[config.mk]
export PLATFORM = sky130hd
export DESIGN_NAME = rac_analog_regs
export DESIGN_NICKNAME = d
export VERILOG_FILES = /design/src/logic/rac_pkg.sv /design/src/logic/rac_serial_port.sv /design/src/logic/rac_analog_regs.sv
export VERILOG_INCLUDE_DIRS = /design/src /design/src/logic
export SDC_FILE = /design/constraint.sdc
export NUM_CORES = 1
export LEC_CHECK = 0
export BUFFER_PORTS_ARGS = -buffer_cell sky130_fd_sc_hd__buf_2
export CAP_MARGIN = 15
export CORE_MARGIN = 2
export CORE_UTILIZATION = 55
export CTS_CLUSTER_DIAMETER = 40
export CTS_CLUSTER_SIZE = 28
export DETAILED_ROUTE_END_ITERATION = 6
export PLACE_DENSITY = 0.77
export SYNTH_ARGS = -nofsm -noshare
export SYNTH_HDL_FRONTEND = slang
export SYNTH_SLANG_ARGS = --single-unit
[constraint.sdc]
create_clock -name core_clk -period 3.8 [get_ports core_clk]
set_input_delay 0.19 -clock core_clk [delete_from_list [all_inputs] [get_ports core_clk]]
set_output_delay 0.19 -clock core_clk [all_outputs]
set_load 0.03 [all_outputs]
[src/logic/rac_regs.svh]
// Offsets, field positions and reset values of the radio analog control bank
// Functional notes
// RQ1: Upper power nibble drives high array, reset 0
// RQ2: Lower power nibble drives low array, reset 15
// RQ3: Host should use only one power nibble
// RQ4: Upper match nibble selects receive capacitor array
// RQ5: Lower match nibble selects transmit capacitor array
// RQ6: Signed phase trim byte, reset zero
// RQ7: Signed gain trim byte, reset zero
// RQ8: Sleep bits act only when policy equals two
// RQ9: Sleep bit order amp down to converter
// RQ10: Open-loop DAC value applies only while loop open
// RQ11: Loop-open bit opens synthesizer loop, reset clear
// RQ12: Pump force selects pump override value, reset 13
// RQ13: Array force selects oscillator array override, reset 16
// RQ14: Current force selects oscillator current override, reset 6
// RQ15: Manual calibration samples comparator on strobe falling edge
// RQ16: All registers reset to defaults and hold writes
`ifndef RAC_REGS_SVH
`define RAC_REGS_SVH

`define RAC_OFF_PWR      7'h1C
`define RAC_OFF_MATCH    7'h1D
`define RAC_OFF_PHASE    7'h1E
`define RAC_OFF_GAIN     7'h1F
`define RAC_OFF_SLEEP    7'h20
`define RAC_OFF_TST1     7'h21
`define RAC_OFF_TST2     7'h22
`define RAC_OFF_TST3     7'h23

`define RAC_IX_PWR       3'h0
`define RAC_IX_MATCH     3'h1
`define RAC_IX_PHASE     3'h2
`define RAC_IX_GAIN      3'h3
`define RAC_IX_SLEEP     3'h4
`define RAC_IX_TST1      3'h5
`define RAC_IX_TST2      3'h6
`define RAC_IX_TST3      3'h7

`define RAC_RST_PWR      8'h0F
`define RAC_RST_MATCH    8'h00
`define RAC_RST_PHASE    8'h00
`define RAC_RST_GAIN     8'h00
`define RAC_RST_SLEEP    8'h00
`define RAC_RST_TST1     8'h4D
`define RAC_RST_TST2     8'h10
`define RAC_RST_TST3     8'h06

`define RAC_NIB_HI       7:4
`define RAC_NIB_LO       3:0
`define RAC_ARRAY_FIELD  4:0
`define RAC_CUR_FIELD    5:0
`define RAC_LOOP_OPEN    7
`define RAC_PUMP_FORCE   6
`define RAC_ARRAY_FORCE  5
`define RAC_BY_HAND      7
`define RAC_CUR_FORCE    6
`define RAC_POLICY_SLEEP 2'h2

`endif

[src/logic/rac_pkg.sv]
// Types shared by the radio analog control bank
`default_nettype none
package rac_pkg;

    typedef enum logic [1:0] {
        RAC_SER_IDLE = 2'b00,
        RAC_SER_ADDR = 2'b01,
        RAC_SER_DATA = 2'b10,
        RAC_SER_DONE = 2'b11
    } rac_ser_state_t;

    typedef struct packed {
        logic       we;
        logic [6:0] addr;
        logic [7:0] data;
    } rac_wr_t;

    typedef struct packed {
        logic [3:0] high_array_power;
        logic [3:0] low_array_power;
        logic [3:0] rx_match;
        logic [3:0] tx_match;
        logic [7:0] phase_trim;
        logic [7:0] gain_trim;
        logic [7:0] sleep;
        logic       loop_open;
        logic [3:0] cal_dac;
        logic [3:0] pump_current;
        logic [4:0] osc_array;
        logic [5:0] osc_current;
        logic       osc_cal_by_hand;
        logic       osc_cal_strobe;
        logic       osc_cal_sample;
        logic       osc_cal_result;
    } rac_analog_t;

endpackage
`default_nettype wire

[src/logic/rac_serial_port.sv]
// Four-wire serial configuration port: 7 address bits, R/W bit, 8 data bits
`timescale 1ns/10ps
`default_nettype none
module rac_serial_port (
    input  wire logic             core_clk,
    input  wire logic             rst,
    input  wire logic             pclk,
    input  wire logic             pdi,
    input  wire logic             psel_n,
    input  wire logic [7:0]       rd_data,
    output logic      [6:0]       rd_addr,
    output var rac_pkg::rac_wr_t  wr_q,
    output logic                  pdo_q
);
    rac_pkg::rac_ser_state_t state_q;
    logic       pclk_q;
    logic [2:0] cnt_q;
    logic [7:0] shift_q;
    logic [7:0] out_q;
    logic       is_write_q;
    logic       rise;
    logic       fall;

    assign rise    = pclk & ~pclk_q;
    assign fall    = ~pclk & pclk_q;
    assign rd_addr = shift_q[6:0];

    always_ff @(posedge core_clk) begin
        if (rst) begin
            pclk_q <= 1'b0;
        end else begin
            pclk_q <= pclk;
        end
    end

    always_ff @(posedge core_clk) begin
        if (rst || psel_n) begin
            state_q    <= rac_pkg::RAC_SER_IDLE;
            cnt_q      <= 3'h0;
            shift_q    <= 8'h00;
            is_write_q <= 1'b0;
            out_q      <= 8'h00;
            wr_q       <= '0;
        end else begin
            wr_q.we <= 1'b0;
            case (state_q)
                rac_pkg::RAC_SER_IDLE: begin
                    state_q <= rac_pkg::RAC_SER_ADDR;
                    cnt_q   <= 3'h0;
                end
                rac_pkg::RAC_SER_ADDR: begin
                    if (rise) begin
                        shift_q <= {shift_q[6:0], pdi};
                        cnt_q   <= cnt_q + 3'h1;
                        if (cnt_q == 3'h7) begin
                            // Read data is fetched with the address still in shift_q
                            wr_q.addr  <= shift_q[6:0];
                            is_write_q <= pdi;
                            out_q      <= rd_data;
                            state_q    <= rac_pkg::RAC_SER_DATA;
                        end
                    end
                end
                rac_pkg::RAC_SER_DATA: begin
                    if (rise) begin
                        shift_q <= {shift_q[6:0], pdi};
                        cnt_q   <= cnt_q + 3'h1;
                        if (cnt_q == 3'h7) begin
                            wr_q.we   <= is_write_q;
                            wr_q.data <= {shift_q[6:0], pdi};
                            state_q   <= rac_pkg::RAC_SER_DONE;
                        end
                    end
                    if (fall && !is_write_q) begin
                        out_q <= {out_q[6:0], 1'b0};
                    end
                end
                rac_pkg::RAC_SER_DONE: begin
                    // Extra clocks are ignored until select is released
                    state_q <= rac_pkg::RAC_SER_DONE;
                end
                default: begin
                    state_q <= rac_pkg::RAC_SER_IDLE;
                end
            endcase
        end
    end

    // Read data leaves on falling edges so the host can sample on rising ones
    always_ff @(posedge core_clk) begin
        if (rst || psel_n) begin
            pdo_q <= 1'b0;
        end else if (fall && state_q == rac_pkg::RAC_SER_DATA && !is_write_q) begin
            pdo_q <= out_q[7];
        end
    end
endmodule
`default_nettype wire

[src/logic/rac_analog_regs.sv]
// Radio analog control register bank with override and power-down steering
`timescale 1ns/10ps
`default_nettype none
`include "rac_regs.svh"
module rac_analog_regs (
    input  wire logic                core_clk,
    input  wire logic                rst,
    input  wire logic                pclk,
    input  wire logic                pdi,
    input  wire logic                psel_n,
    output logic                     pdo_q,
    input  wire logic [1:0]          block_sleep_bits_policy,
    input  wire logic [3:0]          cal_dac_value,
    input  wire logic [3:0]          cal_pump_current,
    input  wire logic [4:0]          cal_osc_array,
    input  wire logic [5:0]          cal_osc_current,
    input  wire logic                osc_cal_compare,
    output var rac_pkg::rac_analog_t analog_ctl_q
);
    localparam int          NUM_REGS  = 8;
    localparam logic [7:0]  RST_PWR   = `RAC_RST_PWR;
    localparam logic [7:0]  RST_MATCH = `RAC_RST_MATCH;
    localparam logic [7:0]  RST_PHASE = `RAC_RST_PHASE;
    localparam logic [7:0]  RST_GAIN  = `RAC_RST_GAIN;
    localparam logic [7:0]  RST_SLEEP = `RAC_RST_SLEEP;
    localparam logic [7:0]  RST_TST3  = `RAC_RST_TST3;

    logic [7:0]       regs_q [NUM_REGS];
    rac_pkg::rac_wr_t wr_q;
    logic [6:0]       rd_addr;
    logic [7:0]       rd_data;
    logic [3:0]       wr_sel;
    logic [3:0]       rd_sel;
    logic             strobe_now;
    logic             strobe_fall;

    // Returns {hit, index}; an unmapped address gives hit low
    function automatic logic [3:0] reg_sel(input logic [6:0] addr);
        logic [3:0] sel;
        sel = 4'h0;
        if (addr == `RAC_OFF_PWR) begin
            sel = {1'b1, `RAC_IX_PWR};
        end else if (addr == `RAC_OFF_MATCH) begin
            sel = {1'b1, `RAC_IX_MATCH};
        end else if (addr == `RAC_OFF_PHASE) begin
            sel = {1'b1, `RAC_IX_PHASE};
        end else if (addr == `RAC_OFF_GAIN) begin
            sel = {1'b1, `RAC_IX_GAIN};
        end else if (addr == `RAC_OFF_SLEEP) begin
            sel = {1'b1, `RAC_IX_SLEEP};
        end else if (addr == `RAC_OFF_TST1) begin
            sel = {1'b1, `RAC_IX_TST1};
        end else if (addr == `RAC_OFF_TST2) begin
            sel = {1'b1, `RAC_IX_TST2};
        end else if (addr == `RAC_OFF_TST3) begin
            sel = {1'b1, `RAC_IX_TST3};
        end
        return sel;
    endfunction

    function automatic logic [7:0] reg_reset(input int idx);
        logic [7:0] val;
        val = 8'h00;
        case (idx)
            0:       val = `RAC_RST_PWR;
            1:       val = `RAC_RST_MATCH;
            2:       val = `RAC_RST_PHASE;
            3:       val = `RAC_RST_GAIN;
            4:       val = `RAC_RST_SLEEP;
            5:       val = `RAC_RST_TST1;
            6:       val = `RAC_RST_TST2;
            7:       val = `RAC_RST_TST3;
            default: val = 8'h00;
        endcase
        return val;
    endfunction

    rac_serial_port u_serial (
        .core_clk (core_clk),
        .rst      (rst),
        .pclk     (pclk),
        .pdi      (pdi),
        .psel_n   (psel_n),
        .rd_data  (rd_data),
        .rd_addr  (rd_addr),
        .wr_q     (wr_q),
        .pdo_q    (pdo_q)
    );

    assign wr_sel = reg_sel(wr_q.addr);
    assign rd_sel = reg_sel(rd_addr);
    // Unmapped addresses read back as zero
    assign rd_data = rd_sel[3] ? regs_q[rd_sel[2:0]] : 8'h00;

    generate
        for (genvar g = 0; g < NUM_REGS; g++) begin : g_reg
            always_ff @(posedge core_clk) begin
                if (rst) begin
                    regs_q[g] <= reg_reset(g); // RQ16
                end else if (wr_q.we && wr_sel == {1'b1, 3'(g)}) begin
                    regs_q[g] <= wr_q.data; // RQ16
                end
            end
        end
    endgenerate

    // Front-end power, matching and trim fields
    always_ff @(posedge core_clk) begin
        if (rst) begin
            analog_ctl_q.high_array_power <= RST_PWR[`RAC_NIB_HI];
            analog_ctl_q.low_array_power  <= RST_PWR[`RAC_NIB_LO];
            analog_ctl_q.rx_match         <= RST_MATCH[`RAC_NIB_HI];
            analog_ctl_q.tx_match         <= RST_MATCH[`RAC_NIB_LO];
            analog_ctl_q.phase_trim       <= RST_PHASE;
            analog_ctl_q.gain_trim        <= RST_GAIN;
        end else begin
            analog_ctl_q.high_array_power <= regs_q[`RAC_IX_PWR][`RAC_NIB_HI]; // RQ1
            analog_ctl_q.low_array_power  <= regs_q[`RAC_IX_PWR][`RAC_NIB_LO]; // RQ2
            analog_ctl_q.rx_match         <= regs_q[`RAC_IX_MATCH][`RAC_NIB_HI]; // RQ4
            analog_ctl_q.tx_match         <= regs_q[`RAC_IX_MATCH][`RAC_NIB_LO]; // RQ5
            analog_ctl_q.phase_trim       <= regs_q[`RAC_IX_PHASE]; // RQ6
            analog_ctl_q.gain_trim        <= regs_q[`RAC_IX_GAIN]; // RQ7
        end
    end

    // Sleep bits pass only under the register-driven policy; bit 7 amp .. bit 0 converter
    always_ff @(posedge core_clk) begin
        if (rst) begin
            analog_ctl_q.sleep <= RST_SLEEP;
        end else if (block_sleep_bits_policy == `RAC_POLICY_SLEEP) begin
            analog_ctl_q.sleep <= regs_q[`RAC_IX_SLEEP]; // RQ8 RQ9
        end else begin
            analog_ctl_q.sleep <= 8'h00; // RQ8
        end
    end

    // Synthesizer loop and calibration overrides; calibrated paths read zero in reset
    always_ff @(posedge core_clk) begin
        if (rst) begin
            analog_ctl_q.loop_open    <= 1'b0;
            analog_ctl_q.cal_dac      <= 4'h0;
            analog_ctl_q.pump_current <= 4'h0;
            analog_ctl_q.osc_array    <= 5'h00;
            analog_ctl_q.osc_current  <= 6'h00;
        end else begin
            analog_ctl_q.loop_open <= regs_q[`RAC_IX_TST2][`RAC_LOOP_OPEN]; // RQ11
            if (regs_q[`RAC_IX_TST2][`RAC_LOOP_OPEN]) begin
                analog_ctl_q.cal_dac <= regs_q[`RAC_IX_TST1][`RAC_NIB_HI]; // RQ10
            end else begin
                analog_ctl_q.cal_dac <= cal_dac_value;
            end
            if (regs_q[`RAC_IX_TST2][`RAC_PUMP_FORCE]) begin
                analog_ctl_q.pump_current <= regs_q[`RAC_IX_TST1][`RAC_NIB_LO]; // RQ12
            end else begin
                analog_ctl_q.pump_current <= cal_pump_current;
            end
            if (regs_q[`RAC_IX_TST2][`RAC_ARRAY_FORCE]) begin
                analog_ctl_q.osc_array <= regs_q[`RAC_IX_TST2][`RAC_ARRAY_FIELD]; // RQ13
            end else begin
                analog_ctl_q.osc_array <= cal_osc_array;
            end
            if (regs_q[`RAC_IX_TST3][`RAC_CUR_FORCE]) begin
                analog_ctl_q.osc_current <= regs_q[`RAC_IX_TST3][`RAC_CUR_FIELD]; // RQ14
            end else begin
                analog_ctl_q.osc_current <= cal_osc_current;
            end
        end
    end

    // Manual calibration: the force bit doubles as the strobe only in manual mode
    assign strobe_now  = regs_q[`RAC_IX_TST3][`RAC_BY_HAND] & regs_q[`RAC_IX_TST3][`RAC_CUR_FORCE];
    assign strobe_fall = analog_ctl_q.osc_cal_strobe & ~strobe_now
                         & regs_q[`RAC_IX_TST3][`RAC_BY_HAND];

    always_ff @(posedge core_clk) begin
        if (rst) begin
            analog_ctl_q.osc_cal_by_hand <= RST_TST3[`RAC_BY_HAND];
            analog_ctl_q.osc_cal_strobe  <= 1'b0;
            analog_ctl_q.osc_cal_sample  <= 1'b0;
            analog_ctl_q.osc_cal_result  <= 1'b0;
        end else begin
            analog_ctl_q.osc_cal_by_hand <= regs_q[`RAC_IX_TST3][`RAC_BY_HAND];
            analog_ctl_q.osc_cal_strobe  <= strobe_now; // RQ15
            analog_ctl_q.osc_cal_sample  <= strobe_fall; // RQ15
            // Result holds between strobes so software may read it at leisure
            if (strobe_fall) begin
                analog_ctl_q.osc_cal_result <= osc_cal_compare; // RQ15
            end
        end
    end

    // Registers move only on a decoded write; unmapped writes must leave them alone
    generate
        for (genvar h = 0; h < NUM_REGS; h++) begin : g_hold

        end
    endgenerate
endmodule
`default_nettype wire

==> impl_results.html, run 1 <==
<table>
<tr><th>Metric</th><th>Value</th></tr>
<tr><th colspan="2">Outcome</th></tr>
<tr><td>Run status</td><td>complete, no violations</td></tr>
<tr><th colspan="2">Clocking</th></tr>
<tr><td>Clk root buf</td><td>sky130_fd_sc_hd__clkbuf_16</td></tr>
<tr><td>Clk pin slew, worst setup/hold paths</td><td>approximately 0.07 ns</td></tr>
<tr><td>CTS H-tree lvls</td><td>4</td></tr>
<tr><td>Resize count post-CTS</td><td>0</td></tr>
<tr><td>CTS tree</td><td>yes</td></tr>
<tr><td>Setup bufs post-CTS</td><td>0</td></tr>
<tr><td>Maximum number of buffers from clock root to sink</td><td>2</td></tr>
<tr><td>Worst-skew pair later-pin latency</td><td>~0.43 ns</td></tr>
<tr><td>Num Clock Sinks</td><td>~170</td></tr>
<tr><td>TritonCTS buffer count</td><td>17</td></tr>
<tr><th colspan="2">Logic synthesis</th></tr>
<tr><td>Share of async-settable or async-resettable flops after synthesis</td><td>0</td></tr>
<tr><td>Largest family of logic cells by synthesized area</td><td>simple AND/OR/NAND/NOR gates</td></tr>
<tr><td>Mapped Area</td><td>0.00667 mm²</td></tr>
<tr><td>Post-synthesis share of cell area spent on and, or, nand and nor gates</td><td>0.204</td></tr>
<tr><td>Number of warnings reported in the yosys synthesis log</td><td>0</td></tr>
<tr><td>Predominant post-synthesis flop cell</td><td>sky130_fd_sc_hd__dfxtp_1</td></tr>
<tr><td>Synthesized Nets</td><td>between 600 and 700</td></tr>
<tr><td>Share of the synthesized area in the top cell type</td><td>0.309</td></tr>
<tr><td>Adder-Cell Fraction of Synth Area</td><td>0.0131</td></tr>
<tr><td>Multiplexer fraction of the synthesized cell area</td><td>0.0742</td></tr>
<tr><td>Xor/xnor share of the synthesized area</td><td>0</td></tr>
<tr><td>Mapped Cells</td><td>approximately 570</td></tr>
<tr><td>Avg Inst Size Synth</td><td>11.7 µm²</td></tr>
<tr><td>Library cell with the largest summed area after synthesis</td><td>sky130_fd_sc_hd__dfxtp_1</td></tr>
<tr><td>Number of register bits inferred by synthesis</td><td>approximately 170</td></tr>
<tr><td>Post-synthesis compound-gate area fraction</td><td>0.0844</td></tr>
<tr><td>Post-synth EDFFs</td><td>64</td></tr>
<tr><td>Sequential fraction of the synthesis area</td><td>0.597</td></tr>
<tr><td>Largest cells by area after synthesis</td><td>sky130_fd_sc_hd__dfxtp_1 31%, sky130_fd_sc_hd__edfxtp_1 29%, sky130_fd_sc_hd__and2_1 6.0%, sky130_fd_sc_hd__mux2i_1 3.4%, sky130_fd_sc_hd__a21oi_1 3.1%</td></tr>
<tr><td>Number of distinct standard cells referenced by the synthesized netlist</td><td>54</td></tr>
<tr><th colspan="2">Layout</th></tr>
<tr><td>Most common library cell in the layout ignoring fill and taps</td><td>sky130_fd_sc_hd__dfxtp_1</td></tr>
<tr><td>Nets</td><td>695</td></tr>
<tr><td>Post-Route Utilization</td><td>0.657</td></tr>
<tr><td>Number of inserted diodes</td><td>0</td></tr>
<tr><td>Synth-to-Final Area Change</td><td>17.2%</td></tr>
<tr><td>Most used cells in the layout excluding fill and tap cells</td><td>103 x sky130_fd_sc_hd__dfxtp_1, 91 x sky130_fd_sc_hd__buf_2, 64 x sky130_fd_sc_hd__and2_1, 64 x sky130_fd_sc_hd__edfxtp_1, 51 x sky130_fd_sc_hd__nand2_1</td></tr>
<tr><td>Final instance count without filler cells</td><td>~820</td></tr>
<tr><td>Fraction of layout instances using a drive strength above 1</td><td>0.245</td></tr>
<tr><td>FILL cells</td><td>902</td></tr>
<tr><th colspan="2">Worst setup path</th></tr>
<tr><td>Ordered list of cells on the worst path</td><td>or4b_1 -&gt; a21oi_2 -&gt; nand3b_1 -&gt; o21bai_1</td></tr>
<tr><td>Arrival time reported for the critical path endpoint</td><td>between 2 and 2.5 ns</td></tr>
<tr><td>CP Data Required Time</td><td>a little under 4 ns</td></tr>
<tr><td>Setup CP Type</td><td>reg -&gt; reg</td></tr>
<tr><td>Total stage count of the critical path</td><td>4</td></tr>
<tr><td>Buffer and inverter count on the worst path</td><td>0</td></tr>
<tr><td>Startpoint of the worst-slack reg-to-reg timing path</td><td>u_serial.wr_q[10]$_SDFFE_PP0P_</td></tr>
<tr><td>Element type at the critical path end</td><td>flop</td></tr>
<tr><td>Nature of the critical path startpoint</td><td>flop</td></tr>
<tr><td>Critical register-to-register path endpoint</td><td>regs_q[2][0]$_SDFFCE_PN0P_</td></tr>
<tr><td>Internal reg-to-reg setup slack</td><td>~1.4 ns</td></tr>
<tr><td>Largest stage delay on the critical path</td><td>between 0.7 and 0.8 ns</td></tr>
<tr><td>R2R depth</td><td>4</td></tr>
<tr><td>Cell with the largest stage delay on the worst path</td><td>sky130_fd_sc_hd__o21bai_1</td></tr>
<tr><td>Worst path top cell family by delay</td><td>compound AO/OA/AOI/OAI gates</td></tr>
<tr><td>Biggest fanout along the worst timing path</td><td>8</td></tr>
<tr><th colspan="2">Timing</th></tr>
<tr><td>Number of endpoints with negative hold slack in the final report</td><td>0</td></tr>
<tr><td>Total count of max-transition violations in the final report</td><td>0</td></tr>
<tr><td>Slew Limit Headroom</td><td>0.329</td></tr>
<tr><td>Setup tns final</td><td>0 ns</td></tr>
<tr><td>RSZ-0062 raised after global routing</td><td>no</td></tr>
<tr><td>Maximum achievable frequency</td><td>416 MHz</td></tr>
<tr><td>Shortest period the worst path allows</td><td>~2.4 ns</td></tr>
<tr><td>Worst Setup Slack, final</td><td>1.40 ns</td></tr>
<tr><td>Final Setup Violations</td><td>0</td></tr>
<tr><td>Final worst-path cycle share</td><td>0.632</td></tr>
<tr><td>Setup skew after layout</td><td>0.0115 ns</td></tr>
<tr><td>Actual slew at the worst max-slew pin</td><td>1.00 ns</td></tr>
<tr><th colspan="2">Power</th></tr>
<tr><td>Maximum resistive drop on vdd</td><td>0.000252 V</td></tr>
<tr><td>PwrDens</td><td>roughly 500 mW/mm²</td></tr>
<tr><td>Leakage</td><td>0.00305 µW</td></tr>
<tr><th colspan="2">Worst hold path</th></tr>
<tr><td>Instance count along the most critical hold path</td><td>3</td></tr>
<tr><td>Startpoint of the tightest hold check path</td><td>cal_osc_array[0]</td></tr>
<tr><td>Endpoint of the worst hold-timing path</td><td>analog_ctl_q[10]$_SDFF_PP0_</td></tr>
<tr><td>Class of the worst hold path</td><td>in -&gt; reg</td></tr>
<tr><th colspan="2">GRT</th></tr>
<tr><td>Number of antenna violations at the first check in global routing</td><td>0</td></tr>
<tr><td>Vias in the first global route</td><td>between 4,000 and 5,000</td></tr>
<tr><td>Pin count of the biggest net entering global routing</td><td>40</td></tr>
<tr><td>Global-route wire length before repair</td><td>about 23,000 µm</td></tr>
<tr><td>Total Routing Usage GR</td><td>0.239</td></tr>
<tr><td>GR Overflow Total</td><td>0</td></tr>
<tr><th colspan="2">Floorplan</th></tr>
<tr><td>Initial Util</td><td>0.560</td></tr>
<tr><td>Core outline area</td><td>0.0119 mm²</td></tr>
<tr><td>Total die area</td><td>roughly 0.013 mm²</td></tr>
<tr><td>Die span in x</td><td>around 110 µm</td></tr>
<tr><td>Rows</td><td>40</td></tr>
<tr><td>Vertical die dimension</td><td>between 100 and 150 µm</td></tr>
<tr><td>Number of placed I/O pins</td><td>92</td></tr>
<tr><th colspan="2">Place</th></tr>
<tr><td>Final weighted congestion in routability-driven placement</td><td>between 0.8 and 0.9</td></tr>
<tr><td>Number of I/O port buffers</td><td>91</td></tr>
<tr><td>Worst slack at placement</td><td>1.45 ns</td></tr>
<tr><td>Placed Cells incl. Taps</td><td>between 700 and 800</td></tr>
<tr><td>HPWL after DPL</td><td>between 10,000 and 15,000 µm</td></tr>
<tr><th colspan="2">Drt</th></tr>
<tr><td>Initial detailed-routing violation count</td><td>slightly above 300</td></tr>
<tr><td>Residual antenna-violating net count after detailed routing</td><td>0</td></tr>
<tr><td>Total routed wirelength</td><td>approximately 15,000 µm</td></tr>
<tr><td>Number of detailed-routing iterations run before antenna repair</td><td>5</td></tr>
<tr><td>Avg WL per Cell</td><td>approximately 18 µm</td></tr>
<tr><td>Vias per std cell</td><td>between 5 and 6</td></tr>
<tr><td>Residual DRC count</td><td>0</td></tr>
<tr><td>Vias after detailed routing</td><td>around 4,600</td></tr>
<tr><th colspan="2">Flow run</th></tr>
<tr><td>Max capacitance violation total</td><td>0</td></tr>
</table>
-- final cells by class --
cell class	instances	area [µm²]	share of cell area
repair buffers	101	548	0.0701
multi-input cells	369	2500	0.320
clock buffers	19	464	0.0594
well taps	147	184	0.0235
clock inverters	13	118	0.0150
inverters	5	18.8	0.00240
flip-flops and latches	167	3980	0.509
-- cells in the mapped netlist (all sizes together), types with 2 or more instances --
| cell type | count |
|---|---|
| a211oi | 2 |
| a21oi | 43 |
| a22oi | 7 |
| and2 | 64 |
| and3 | 8 |
| and3b | 3 |
| buf | 10 |
| clkbuf | 20 |
| dfxtp | 103 |
| edfxtp | 64 |
| ha | 7 |
| inv | 5 |
| mux2 | 8 |
| mux2i | 23 |
| mux4 | 7 |
| nand2 | 52 |
| nand2b | 13 |
| nand3 | 5 |
| nand3b | 5 |
| nand4b | 2 |
| nor2 | 32 |
| nor2b | 32 |
| nor3 | 6 |
| nor3b | 3 |
| o21ai | 11 |
| o21bai | 8 |
| o32ai | 7 |
| or2 | 7 |
| or4b | 2 |
-- registers in the layout, indices dropped and copies added (netlist names) --
register             count
analog_ctl_q            64
regs_q                  64
u_serial.cnt_q           3
u_serial.is_write_q      1
u_serial.out_q           8
u_serial.pclk_q          1
u_serial.pdo_q           1
u_serial.shift_q         7
u_serial.state_q         2
u_serial.wr_q           16
-- stage by stage --
step | hold WS [ns] | instance area (µm²) | total power (µW)
CTS | 0.000311 | 7820 | 3920
floorplan | 0.318 | 6670 | 2170
detailed placement | 0.427 | 7170 | 2250
global placement | 0.425 | 7170 | 2250
finish | 0.00105 | 7820 | 3910
global route | 0.0151 | 7820 | 4000
-- where the power goes --
group / switching (µW) / internal, µW
registers: 41.4 / 1930
logic: 165 / 87.3
clock network: 720 / 965
-- routing by layer --
layer | routed length (µm) | vias to the layer above | share of wire | track usage
met5 | 0 | - | 0 | 0
met4 | 316 | 0 | 0.021 | 0.0886
met3 | 956 | 24 | 0.064 | 0.0471
met2 | 7410 | 187 | 0.49 | 0.402
met1 | 6300 | 2231 | 0.42 | 0.307
li1 | - | 2174 | - | -
-- repair_timing --
item / 4_1_cts / 5_1_grt
hold buffers: 7 / 0
endpoints found under the setup margin: 0 / 0
hold endpoints to repair: 7 / 0
-- cell families (layout without fill, tap and decap cells) --
kind of cell / Yosys count / in the layout
compound gates: 86 / 86
simple gates: 238 / 238
mux: 38 / 38
buf+inv: 35 / 138
fa+ha+maj: 7 / 7
flops: 167 / 167
-- worst reg2reg max path: stages (launching register included) --
cell,delay (ns)
sky130_fd_sc_hd__dfxtp_1,0.33
sky130_fd_sc_hd__or4b_1,0.54
sky130_fd_sc_hd__a21oi_2,0.23
sky130_fd_sc_hd__nand3b_1,0.23
sky130_fd_sc_hd__o21bai_1,0.71
-- worst max path at each step --
stage                                            end                           start
after floorplan           regs_q[3][0]$_SDFFCE_PN0P_  u_serial.wr_q[10]$_SDFFE_PP0P_
after global placement    regs_q[5][2]$_SDFFCE_PN1P_  u_serial.wr_q[10]$_SDFFE_PP0P_
after detailed placement  regs_q[5][3]$_SDFFCE_PN1P_  u_serial.wr_q[10]$_SDFFE_PP0P_
after CTS                 regs_q[2][2]$_SDFFCE_PN0P_  u_serial.wr_q[10]$_SDFFE_PP0P_
after global routing      regs_q[7][4]$_SDFFCE_PN0P_  u_serial.wr_q[10]$_SDFFE_PP0P_
final                     regs_q[2][0]$_SDFFCE_PN0P_  u_serial.wr_q[10]$_SDFFE_PP0P_
Note: power is estimated with default switching activity, not from simulation.
==> run 2: changes to the inputs <==
- ABC_AREA: not set -> 1
- clock period: 3.8 -> 2.3 ns (I/O delays scaled with it)
==> run 2 against run 1 <==
Against the previous run:
- register-to-register slack lost 1.1 ns
- routed wire length rose by 16%
- worst hold slack gained 0.014 ns
- sequential power increased by 63%
- non-clock buffer count rose by 19
- final area up 1.2%
- clock power grew 61%
- power increased by 62%
- highest routed layer unchanged
==> impl_results.html, run 2 <==
<table>
<tr><th>Metric</th><th>Value</th></tr>
<tr><th colspan="2">Logic synthesis</th></tr>
<tr><td>Predominant post-synthesis flop cell</td><td>sky130_fd_sc_hd__dfxtp_1</td></tr>
<tr><td>Avg Inst Size Synth</td><td>8.86 µm²</td></tr>
<tr><td>Share of the synthesized area in the top cell type</td><td>0.313</td></tr>
<tr><td>Largest cells by area after synthesis</td><td>sky130_fd_sc_hd__dfxtp_1 31%, sky130_fd_sc_hd__edfxtp_1 29%, sky130_fd_sc_hd__nor2_1 9.1%, sky130_fd_sc_hd__nand2_1 5.2%, sky130_fd_sc_hd__nand3_1 4.9%</td></tr>
<tr><td>Mapped Area</td><td>approximately 0.0066 mm²</td></tr>
<tr><td>Most common library cells after synthesis</td><td>160 x sky130_fd_sc_hd__nor2_1, 103 x sky130_fd_sc_hd__dfxtp_1, 91 x sky130_fd_sc_hd__nand2_1</td></tr>
<tr><td>Number of warnings reported in the yosys synthesis log</td><td>0</td></tr>
<tr><td>Sequential fraction of the synthesis area</td><td>0.604</td></tr>
<tr><td>Mapped Cells</td><td>744</td></tr>
<tr><td>Synthesized Nets</td><td>~780</td></tr>
<tr><td>Number of register bits inferred by synthesis</td><td>around 170</td></tr>
<tr><td>Most common cell in the netlist</td><td>sky130_fd_sc_hd__nor2_1</td></tr>
<tr><td>Number of distinct standard cells referenced by the synthesized netlist</td><td>29</td></tr>
<tr><td>Share of async-settable or async-resettable flops after synthesis</td><td>0</td></tr>
<tr><td>Post-synth EDFFs</td><td>64</td></tr>
<tr><td>Library cell with the largest summed area after synthesis</td><td>sky130_fd_sc_hd__dfxtp_1</td></tr>
<tr><th colspan="2">GRT</th></tr>
<tr><td>Vias in the first global route</td><td>around 5,300</td></tr>
<tr><td>Global-route wire length before repair</td><td>~27,000 µm</td></tr>
<tr><td>GR Overflow Total</td><td>0</td></tr>
<tr><td>Total Routing Usage GR</td><td>0.278</td></tr>
<tr><td>Pin count of the biggest net entering global routing</td><td>40</td></tr>
<tr><td>Number of antenna violations at the first check in global routing</td><td>0</td></tr>
<tr><th colspan="2">Clocking</th></tr>
<tr><td>TritonCTS buffer count</td><td>17</td></tr>
<tr><td>Clk pin slew, worst setup/hold paths</td><td>around 0.060 ns</td></tr>
<tr><td>CTS H-tree lvls</td><td>4</td></tr>
<tr><td>Maximum number of buffers from clock root to sink</td><td>2</td></tr>
<tr><td>CTS tree</td><td>yes</td></tr>
<tr><td>Clk root buf</td><td>sky130_fd_sc_hd__clkbuf_16</td></tr>
<tr><td>Worst-skew pair later-pin latency</td><td>between 0.4 and 0.5 ns</td></tr>
<tr><td>Setup bufs post-CTS</td><td>0</td></tr>
<tr><td>Num Clock Sinks</td><td>167</td></tr>
<tr><th colspan="2">Power</th></tr>
<tr><td>Leakage</td><td>0.00331 µW</td></tr>
<tr><td>PnR Total Power</td><td>~6300 µW</td></tr>
<tr><td>Maximum resistive drop on vdd</td><td>between 0.0005 and 0.0006 V</td></tr>
<tr><td>PwrDens</td><td>around 800 mW/mm²</td></tr>
<tr><th colspan="2">Drt</th></tr>
<tr><td>Vias after detailed routing</td><td>about 5,500</td></tr>
<tr><td>Vias per std cell</td><td>5.42</td></tr>
<tr><td>Residual DRC count</td><td>0</td></tr>
<tr><td>Initial detailed-routing violation count</td><td>roughly 540</td></tr>
<tr><td>Number of detailed-routing iterations run before antenna repair</td><td>5</td></tr>
<tr><td>Residual antenna-violating net count after detailed routing</td><td>0</td></tr>
<tr><td>Avg WL per Cell</td><td>~17 µm</td></tr>
<tr><td>Total routed wirelength</td><td>between 15,000 and 20,000 µm</td></tr>
<tr><th colspan="2">Floorplan</th></tr>
<tr><td>Number of placed I/O pins</td><td>between 90 and 100</td></tr>
<tr><td>Core outline area</td><td>~0.012 mm²</td></tr>
<tr><td>Total die area</td><td>~0.013 mm²</td></tr>
<tr><td>Vertical die dimension</td><td>114 µm</td></tr>
<tr><td>Initial Util</td><td>0.570</td></tr>
<tr><td>Die span in x</td><td>around 110 µm</td></tr>
<tr><td>Rows</td><td>39</td></tr>
<tr><th colspan="2">Timing</th></tr>
<tr><td>Slew Limit Headroom</td><td>0.503</td></tr>
<tr><td>Total count of max-transition violations in the final report</td><td>0</td></tr>
<tr><td>Worst Setup Slack, final</td><td>0.313 ns</td></tr>
<tr><td>Setup tns final</td><td>0 ns</td></tr>
<tr><td>RSZ-0062 raised after global routing</td><td>no</td></tr>
<tr><td>Setup skew after layout</td><td>between 0.004 and 0.005 ns</td></tr>
<tr><td>Number of endpoints with negative hold slack in the final report</td><td>0</td></tr>
<tr><td>Final worst-path cycle share</td><td>0.864</td></tr>
<tr><td>Shortest period the worst path allows</td><td>~2.0 ns</td></tr>
<tr><td>Final Setup Violations</td><td>0</td></tr>
<tr><td>Maximum achievable frequency</td><td>about 500 MHz</td></tr>
<tr><td>Actual slew at the worst max-slew pin</td><td>0.745 ns</td></tr>
<tr><th colspan="2">Worst hold path</th></tr>
<tr><td>Class of the worst hold path</td><td>in -&gt; reg</td></tr>
<tr><th colspan="2">Place</th></tr>
<tr><td>Number of I/O port buffers</td><td>91</td></tr>
<tr><td>Worst slack at placement</td><td>approximately 0.39 ns</td></tr>
<tr><td>HPWL after DPL</td><td>roughly 12,000 µm</td></tr>
<tr><td>Final weighted congestion in routability-driven placement</td><td>approximately 0.9</td></tr>
<tr><th colspan="2">Layout</th></tr>
<tr><td>Most used cells in the layout excluding fill and tap cells</td><td>160 x sky130_fd_sc_hd__nor2_1, 103 x sky130_fd_sc_hd__dfxtp_1, 91 x sky130_fd_sc_hd__nand2_1, 91 x sky130_fd_sc_hd__buf_2, 75 x sky130_fd_sc_hd__inv_1</td></tr>
<tr><td>Post-Route Utilization</td><td>0.684</td></tr>
<tr><td>Number of inserted diodes</td><td>0</td></tr>
<tr><td>Nets</td><td>slightly below 900</td></tr>
<tr><td>Synth-to-Final Area Change</td><td>20.0%</td></tr>
<tr><td>Largest regs</td><td>analog_ctl_q x64, regs_q x64, u_serial.wr_q x16</td></tr>
<tr><td>Most common library cell in the layout ignoring fill and taps</td><td>sky130_fd_sc_hd__nor2_1</td></tr>
<tr><td>Fraction of layout instances using a drive strength above 1</td><td>0.181</td></tr>
<tr><th colspan="2">Worst setup path</th></tr>
<tr><td>Largest stage delay on the critical path</td><td>0.39 ns</td></tr>
<tr><td>Cell with the largest stage delay on the worst path</td><td>sky130_fd_sc_hd__dfxtp_1</td></tr>
<tr><td>Worst path top cell family by delay</td><td>simple AND/OR/NAND/NOR gates</td></tr>
<tr><td>CP Data Required Time</td><td>2.61 ns</td></tr>
<tr><td>Element type at the critical path end</td><td>flop</td></tr>
<tr><td>Buffer and inverter count on the worst path</td><td>2</td></tr>
<tr><td>Ordered list of cells on the worst path</td><td>inv_1 -&gt; ha_1 -&gt; nand4_1 -&gt; o21ai_0 -&gt; nand2_1 -&gt; inv_1 -&gt; o21ai_0 -&gt; a21oi_2</td></tr>
<tr><td>Biggest fanout along the worst timing path</td><td>12</td></tr>
<tr><td>Internal reg-to-reg setup slack</td><td>about 0.31 ns</td></tr>
<tr><td>Arrival time reported for the critical path endpoint</td><td>approximately 2.3 ns</td></tr>
<tr><td>Nature of the critical path startpoint</td><td>flop</td></tr>
<tr><td>Setup CP Type</td><td>reg -&gt; reg</td></tr>
<tr><th colspan="2">Outcome</th></tr>
<tr><td>Run status</td><td>complete, no violations</td></tr>
<tr><th colspan="2">Flow run</th></tr>
<tr><td>Max capacitance violation total</td><td>0</td></tr>
</table>
[run 2: cell types whose count changed after synthesis, sizes merged, moves of 47 or more]
cell,delta
nand2,+49
nor2,+128
inv,+73
and2,-64
o21ai,+47
nand3,+63
[run 2: timing repair]
| action | 4_1_cts | 5_1_grt |
|---|---|---|
| hold buffers | 19 | 0 |
| setup endpoints to repair | 0 | 0 |
| hold endpoints to repair | 18 | 0 |
| gates resized for setup | 0 | 0 |
[run 2: area by class of cell]
type,instances,area (µm²)
tap,143,179
clock inverter,7,68.8
inverter,84,315
multi-input combinational,464,2150
sequential,167,3980
timing repair buffer,120,721
fill,901,3650
clock buffer,25,497
[run 2: final timing paths]
path                                                  endpoint  depth (start not counted)                        startpoint
worst max-delay path            u_serial.out_q[7]$_SDFFE_PP0P_                          8  u_serial.state_q[0]$_SDFFE_PP0P_
worst min register to register    analog_ctl_q[0]$_SDFFE_PP0P_                          2      analog_ctl_q[0]$_SDFFE_PP0P_
worst min-delay path               analog_ctl_q[20]$_SDFF_PP0_                          3                  cal_dac_value[1]
worst max register to register  u_serial.out_q[7]$_SDFFE_PP0P_                          8  u_serial.state_q[0]$_SDFFE_PP0P_
[run 2: cell families after synthesis]
group,after synthesis,synth area share
AND/OR/NAND/NOR,349,0.226
AO/OA/AOI/OAI,108,0.0867
adder cells (fa/ha/maj),7,0.0133
buffers and inverters,113,0.0704
flip-flops,167,0.604
[run 2: stage by stage]
stage	hold slack (ns)	area (µm²)	std cells
after floorplan	0.251	6600	744
after global placement	0.355	7160	959
after detailed placement	0.357	7160	959
after CTS	0.00281	7910	1010
after global routing	0.0244	7910	1010
final	0.0146	7910	1010
[run 2: power by group]
part	total, µW	leakage (µW)	switching (µW)	internal (µW)
combinational	425	0.00158	296	129
sequential	3210	0.00146	46.7	3160
clock	2700	0.000272	1100	1610
[run 2: worst register-to-register path: cells and delay by family (launching register included)]
kind | cells | cell delay (ns)
AOI/OAI and AO/OA | 3 | 0.41
adders and majority gates | 1 | 0.35
buffers and inverters | 2 | 0.29
DFF | 1 | 0.39
and+or+nand+nor | 2 | 0.44
[run 2: metal layers]
layer	routed length, µm	up-vias	track usage	part of all wire
met5	0	-	0	0
met4	520	0	0.124	0.030
met3	1220	42	0.0606	0.070
met2	8820	244	0.484	0.51
met1	6820	2553	0.332	0.39
li1	-	2634	-	-
==> run 3: changes to the inputs <==
- CORE_UTILIZATION: 55 -> 50
- PLACE_DENSITY: 0.77 -> 0.71
==> run 3 against run 2 <==
Against the previous run:
- sequential cell count unchanged
- final area up 0.44%
- critical path depth unchanged
- clock power is 3% lower
- worst setup slack improved by 0.022 ns
- sequential power about the same
- critical path type unchanged
==> impl_results.html, run 3 (synthesis results as in run 2) <==
<table>
<tr><th>Metric</th><th>Value</th></tr>
<tr><th colspan="2">Outcome</th></tr>
<tr><td>Run status</td><td>complete, no violations</td></tr>
<tr><th colspan="2">Timing</th></tr>
<tr><td>Number of endpoints with negative hold slack in the final report</td><td>0</td></tr>
<tr><td>Shortest period the worst path allows</td><td>between 1.5 and 2 ns</td></tr>
<tr><td>Slew Limit Headroom</td><td>0.543</td></tr>
<tr><td>Final Setup Violations</td><td>0</td></tr>
<tr><td>Final worst-path cycle share</td><td>0.854</td></tr>
<tr><td>Total count of max-transition violations in the final report</td><td>0</td></tr>
<tr><td>RSZ-0062 raised after global routing</td><td>no</td></tr>
<tr><td>Setup tns final</td><td>0 ns</td></tr>
<tr><td>Maximum achievable frequency</td><td>just over 500 MHz</td></tr>
<tr><td>Setup skew after layout</td><td>~0.006 ns</td></tr>
<tr><td>Actual slew at the worst max-slew pin</td><td>roughly 0.68 ns</td></tr>
<tr><th colspan="2">Place</th></tr>
<tr><td>Final weighted congestion in routability-driven placement</td><td>about 0.96</td></tr>
<tr><td>HPWL after DPL</td><td>about 12,000 µm</td></tr>
<tr><td>Placed Cells incl. Taps</td><td>about 1,000</td></tr>
<tr><td>Number of I/O port buffers</td><td>91</td></tr>
<tr><th colspan="2">Worst hold path</th></tr>
<tr><td>Endpoint of the worst hold-timing path</td><td>u_serial.pclk_q$_SDFF_PP0_</td></tr>
<tr><td>Instance count along the most critical hold path</td><td>2</td></tr>
<tr><td>Class of the worst hold path</td><td>in -&gt; reg</td></tr>
<tr><td>Startpoint of the tightest hold check path</td><td>rst</td></tr>
<tr><th colspan="2">GRT</th></tr>
<tr><td>GR Overflow Total</td><td>0</td></tr>
<tr><td>Vias in the first global route</td><td>roughly 5,000</td></tr>
<tr><td>Global-route wire length before repair</td><td>about 26,000 µm</td></tr>
<tr><td>Total Routing Usage GR</td><td>0.245</td></tr>
<tr><td>Pin count of the biggest net entering global routing</td><td>40</td></tr>
<tr><td>Number of antenna violations at the first check in global routing</td><td>0</td></tr>
<tr><th colspan="2">Layout</th></tr>
<tr><td>Number of inserted diodes</td><td>0</td></tr>
<tr><td>Final instance count without filler cells</td><td>approximately 1,000</td></tr>
<tr><td>Largest regs</td><td>analog_ctl_q x64, regs_q x64, u_serial.wr_q x16</td></tr>
<tr><td>Fraction of layout instances using a drive strength above 1</td><td>0.183</td></tr>
<tr><td>Synth-to-Final Area Change</td><td>20.5%</td></tr>
<tr><td>Most common library cell in the layout ignoring fill and taps</td><td>sky130_fd_sc_hd__nor2_1</td></tr>
<tr><td>Nets</td><td>between 800 and 900</td></tr>
<tr><td>FILL cells</td><td>between 1,000 and 1,500</td></tr>
<tr><td>Most used cells in the layout excluding fill and tap cells</td><td>160 x sky130_fd_sc_hd__nor2_1, 103 x sky130_fd_sc_hd__dfxtp_1, 91 x sky130_fd_sc_hd__nand2_1, 91 x sky130_fd_sc_hd__buf_2, 75 x sky130_fd_sc_hd__inv_1</td></tr>
<tr><th colspan="2">Clocking</th></tr>
<tr><td>Worst-skew pair later-pin latency</td><td>between 0.4 and 0.5 ns</td></tr>
<tr><td>Clk pin slew, worst setup/hold paths</td><td>about 0.06 ns</td></tr>
<tr><td>Setup bufs post-CTS</td><td>0</td></tr>
<tr><td>Num Clock Sinks</td><td>167</td></tr>
<tr><td>Clk root buf</td><td>sky130_fd_sc_hd__clkbuf_16</td></tr>
<tr><td>Maximum number of buffers from clock root to sink</td><td>2</td></tr>
<tr><td>CTS H-tree lvls</td><td>4</td></tr>
<tr><td>CTS tree</td><td>yes</td></tr>
<tr><td>TritonCTS buffer count</td><td>17</td></tr>
<tr><th colspan="2">Floorplan</th></tr>
<tr><td>Initial Util</td><td>0.516</td></tr>
<tr><td>Vertical die dimension</td><td>roughly 120 µm</td></tr>
<tr><td>Total die area</td><td>0.0141 mm²</td></tr>
<tr><td>Die span in x</td><td>~120 µm</td></tr>
<tr><td>Core outline area</td><td>0.0128 mm²</td></tr>
<tr><td>Rows</td><td>approximately 40</td></tr>
<tr><td>Number of placed I/O pins</td><td>92</td></tr>
<tr><th colspan="2">Worst setup path</th></tr>
<tr><td>Biggest fanout along the worst timing path</td><td>12</td></tr>
<tr><td>Internal reg-to-reg setup slack</td><td>between 0.3 and 0.4 ns</td></tr>
<tr><td>Arrival time reported for the critical path endpoint</td><td>approximately 2.3 ns</td></tr>
<tr><td>Element type at the critical path end</td><td>flop</td></tr>
<tr><td>Nature of the critical path startpoint</td><td>flop</td></tr>
<tr><td>R2R depth</td><td>8</td></tr>
<tr><td>Startpoint of the worst-slack reg-to-reg timing path</td><td>u_serial.state_q[0]$_SDFFE_PP0P_</td></tr>
<tr><td>Critical register-to-register path endpoint</td><td>u_serial.out_q[2]$_SDFFE_PP0P_</td></tr>
<tr><td>CP Data Required Time</td><td>between 2 and 3 ns</td></tr>
<tr><td>Setup CP Type</td><td>reg -&gt; reg</td></tr>
<tr><th colspan="2">Power</th></tr>
<tr><td>PwrDens</td><td>between 700 and 800 mW/mm²</td></tr>
<tr><td>Leakage</td><td>~0.0033 µW</td></tr>
<tr><td>Maximum resistive drop on vdd</td><td>~0.00041 V</td></tr>
<tr><td>PnR Total Power</td><td>6230 µW</td></tr>
<tr><th colspan="2">Drt</th></tr>
<tr><td>Initial detailed-routing violation count</td><td>slightly above 500</td></tr>
<tr><td>Residual DRC count</td><td>0</td></tr>
<tr><td>Total routed wirelength</td><td>~17,000 µm</td></tr>
<tr><td>Avg WL per Cell</td><td>16.2 µm</td></tr>
<tr><td>Number of detailed-routing iterations run before antenna repair</td><td>5</td></tr>
<tr><td>Vias after detailed routing</td><td>between 5,000 and 6,000</td></tr>
<tr><td>Vias per std cell</td><td>around 5.2</td></tr>
<tr><td>Residual antenna-violating net count after detailed routing</td><td>0</td></tr>
<tr><th colspan="2">Flow run</th></tr>
<tr><td>Max capacitance violation total</td><td>0</td></tr>
</table>
==> run 3: worst max-delay path by stage <==
stage,end,from,slack (ns),cells past startpoint
finish,u_serial.out_q[2]$_SDFFE_PP0P_,u_serial.state_q[0]$_SDFFE_PP0P_,0.33,8
global route,u_serial.wr_q[5]$_SDFFE_PP0P_,u_serial.state_q[0]$_SDFFE_PP0P_,0.13,7
floorplan,u_serial.out_q[1]$_SDFFE_PP0P_,u_serial.state_q[0]$_SDFFE_PP0P_,0.77,8
global placement,u_serial.out_q[1]$_SDFFE_PP0P_,u_serial.shift_q[5]$_SDFFE_PP0P_,0.50,11
detailed placement,u_serial.out_q[1]$_SDFFE_PP0P_,u_serial.state_q[0]$_SDFFE_PP0P_,0.39,8
CTS,u_serial.out_q[1]$_SDFFE_PP0P_,u_serial.state_q[0]$_SDFFE_PP0P_,0.36,8
==> run 3: per-layer routing <==
metal  share of wire  track usage  vias to the layer above
met2            0.50        0.403                      206
li1                -            -                     2645
met3           0.068       0.0565                       32
met4           0.027        0.108                        0
met1            0.41        0.309                     2520
met5               0            0                        -
==> run 3: area by class of cell <==
class	count	area, µm²	share of cell area
Sequential cell	167	3980	0.501
Clock buffer	20	447	0.0562
Inverter	84	315	0.0397
Clock inverter	12	95.1	0.0120
Timing Repair Buffer	122	743	0.0935
Tap cell	172	215	0.0271
Multi-Input combinational cell	464	2150	0.270
==> run 3: power breakdown <==
group,internal [µW],switching [µW]
Sequential,3160,46.7
Combinational,133,289
Clock,1430,1180
Total,4720,1520
==> run 3: timing repair <==
action	CTS	global route
hold buffers	22	0
resized for setup	0	0
endpoints found under the hold margin	22	0
==> run 3: per-stage QoR <==
stage / setup WS (ns) / hold WS (ns) / utilization / cell area, µm²
after floorplan: 0.767 / 0.251 / - / 6600
final: 0.335 / 0.0179 / 0.622 / 7950
after detailed placement: 0.389 / 0.359 / 0.562 / 7180
after global placement: 0.497 / 0.355 / 0.562 / 7180
after CTS: 0.365 / 0.0000860 / 0.622 / 7950
after global routing: 0.131 / 0.00616 / 0.622 / 7950
==> run 3: critical path, stage by stage, from the launching register on <==
cell                      delay (ns)
sky130_fd_sc_hd__dfxtp_1        0.39
sky130_fd_sc_hd__inv_1          0.10
sky130_fd_sc_hd__ha_1           0.36
sky130_fd_sc_hd__nand4_1        0.21
sky130_fd_sc_hd__o21ai_0        0.10
sky130_fd_sc_hd__nand2_1        0.23
sky130_fd_sc_hd__inv_1          0.19
sky130_fd_sc_hd__o21ai_0        0.24
sky130_fd_sc_hd__a21oi_2        0.04
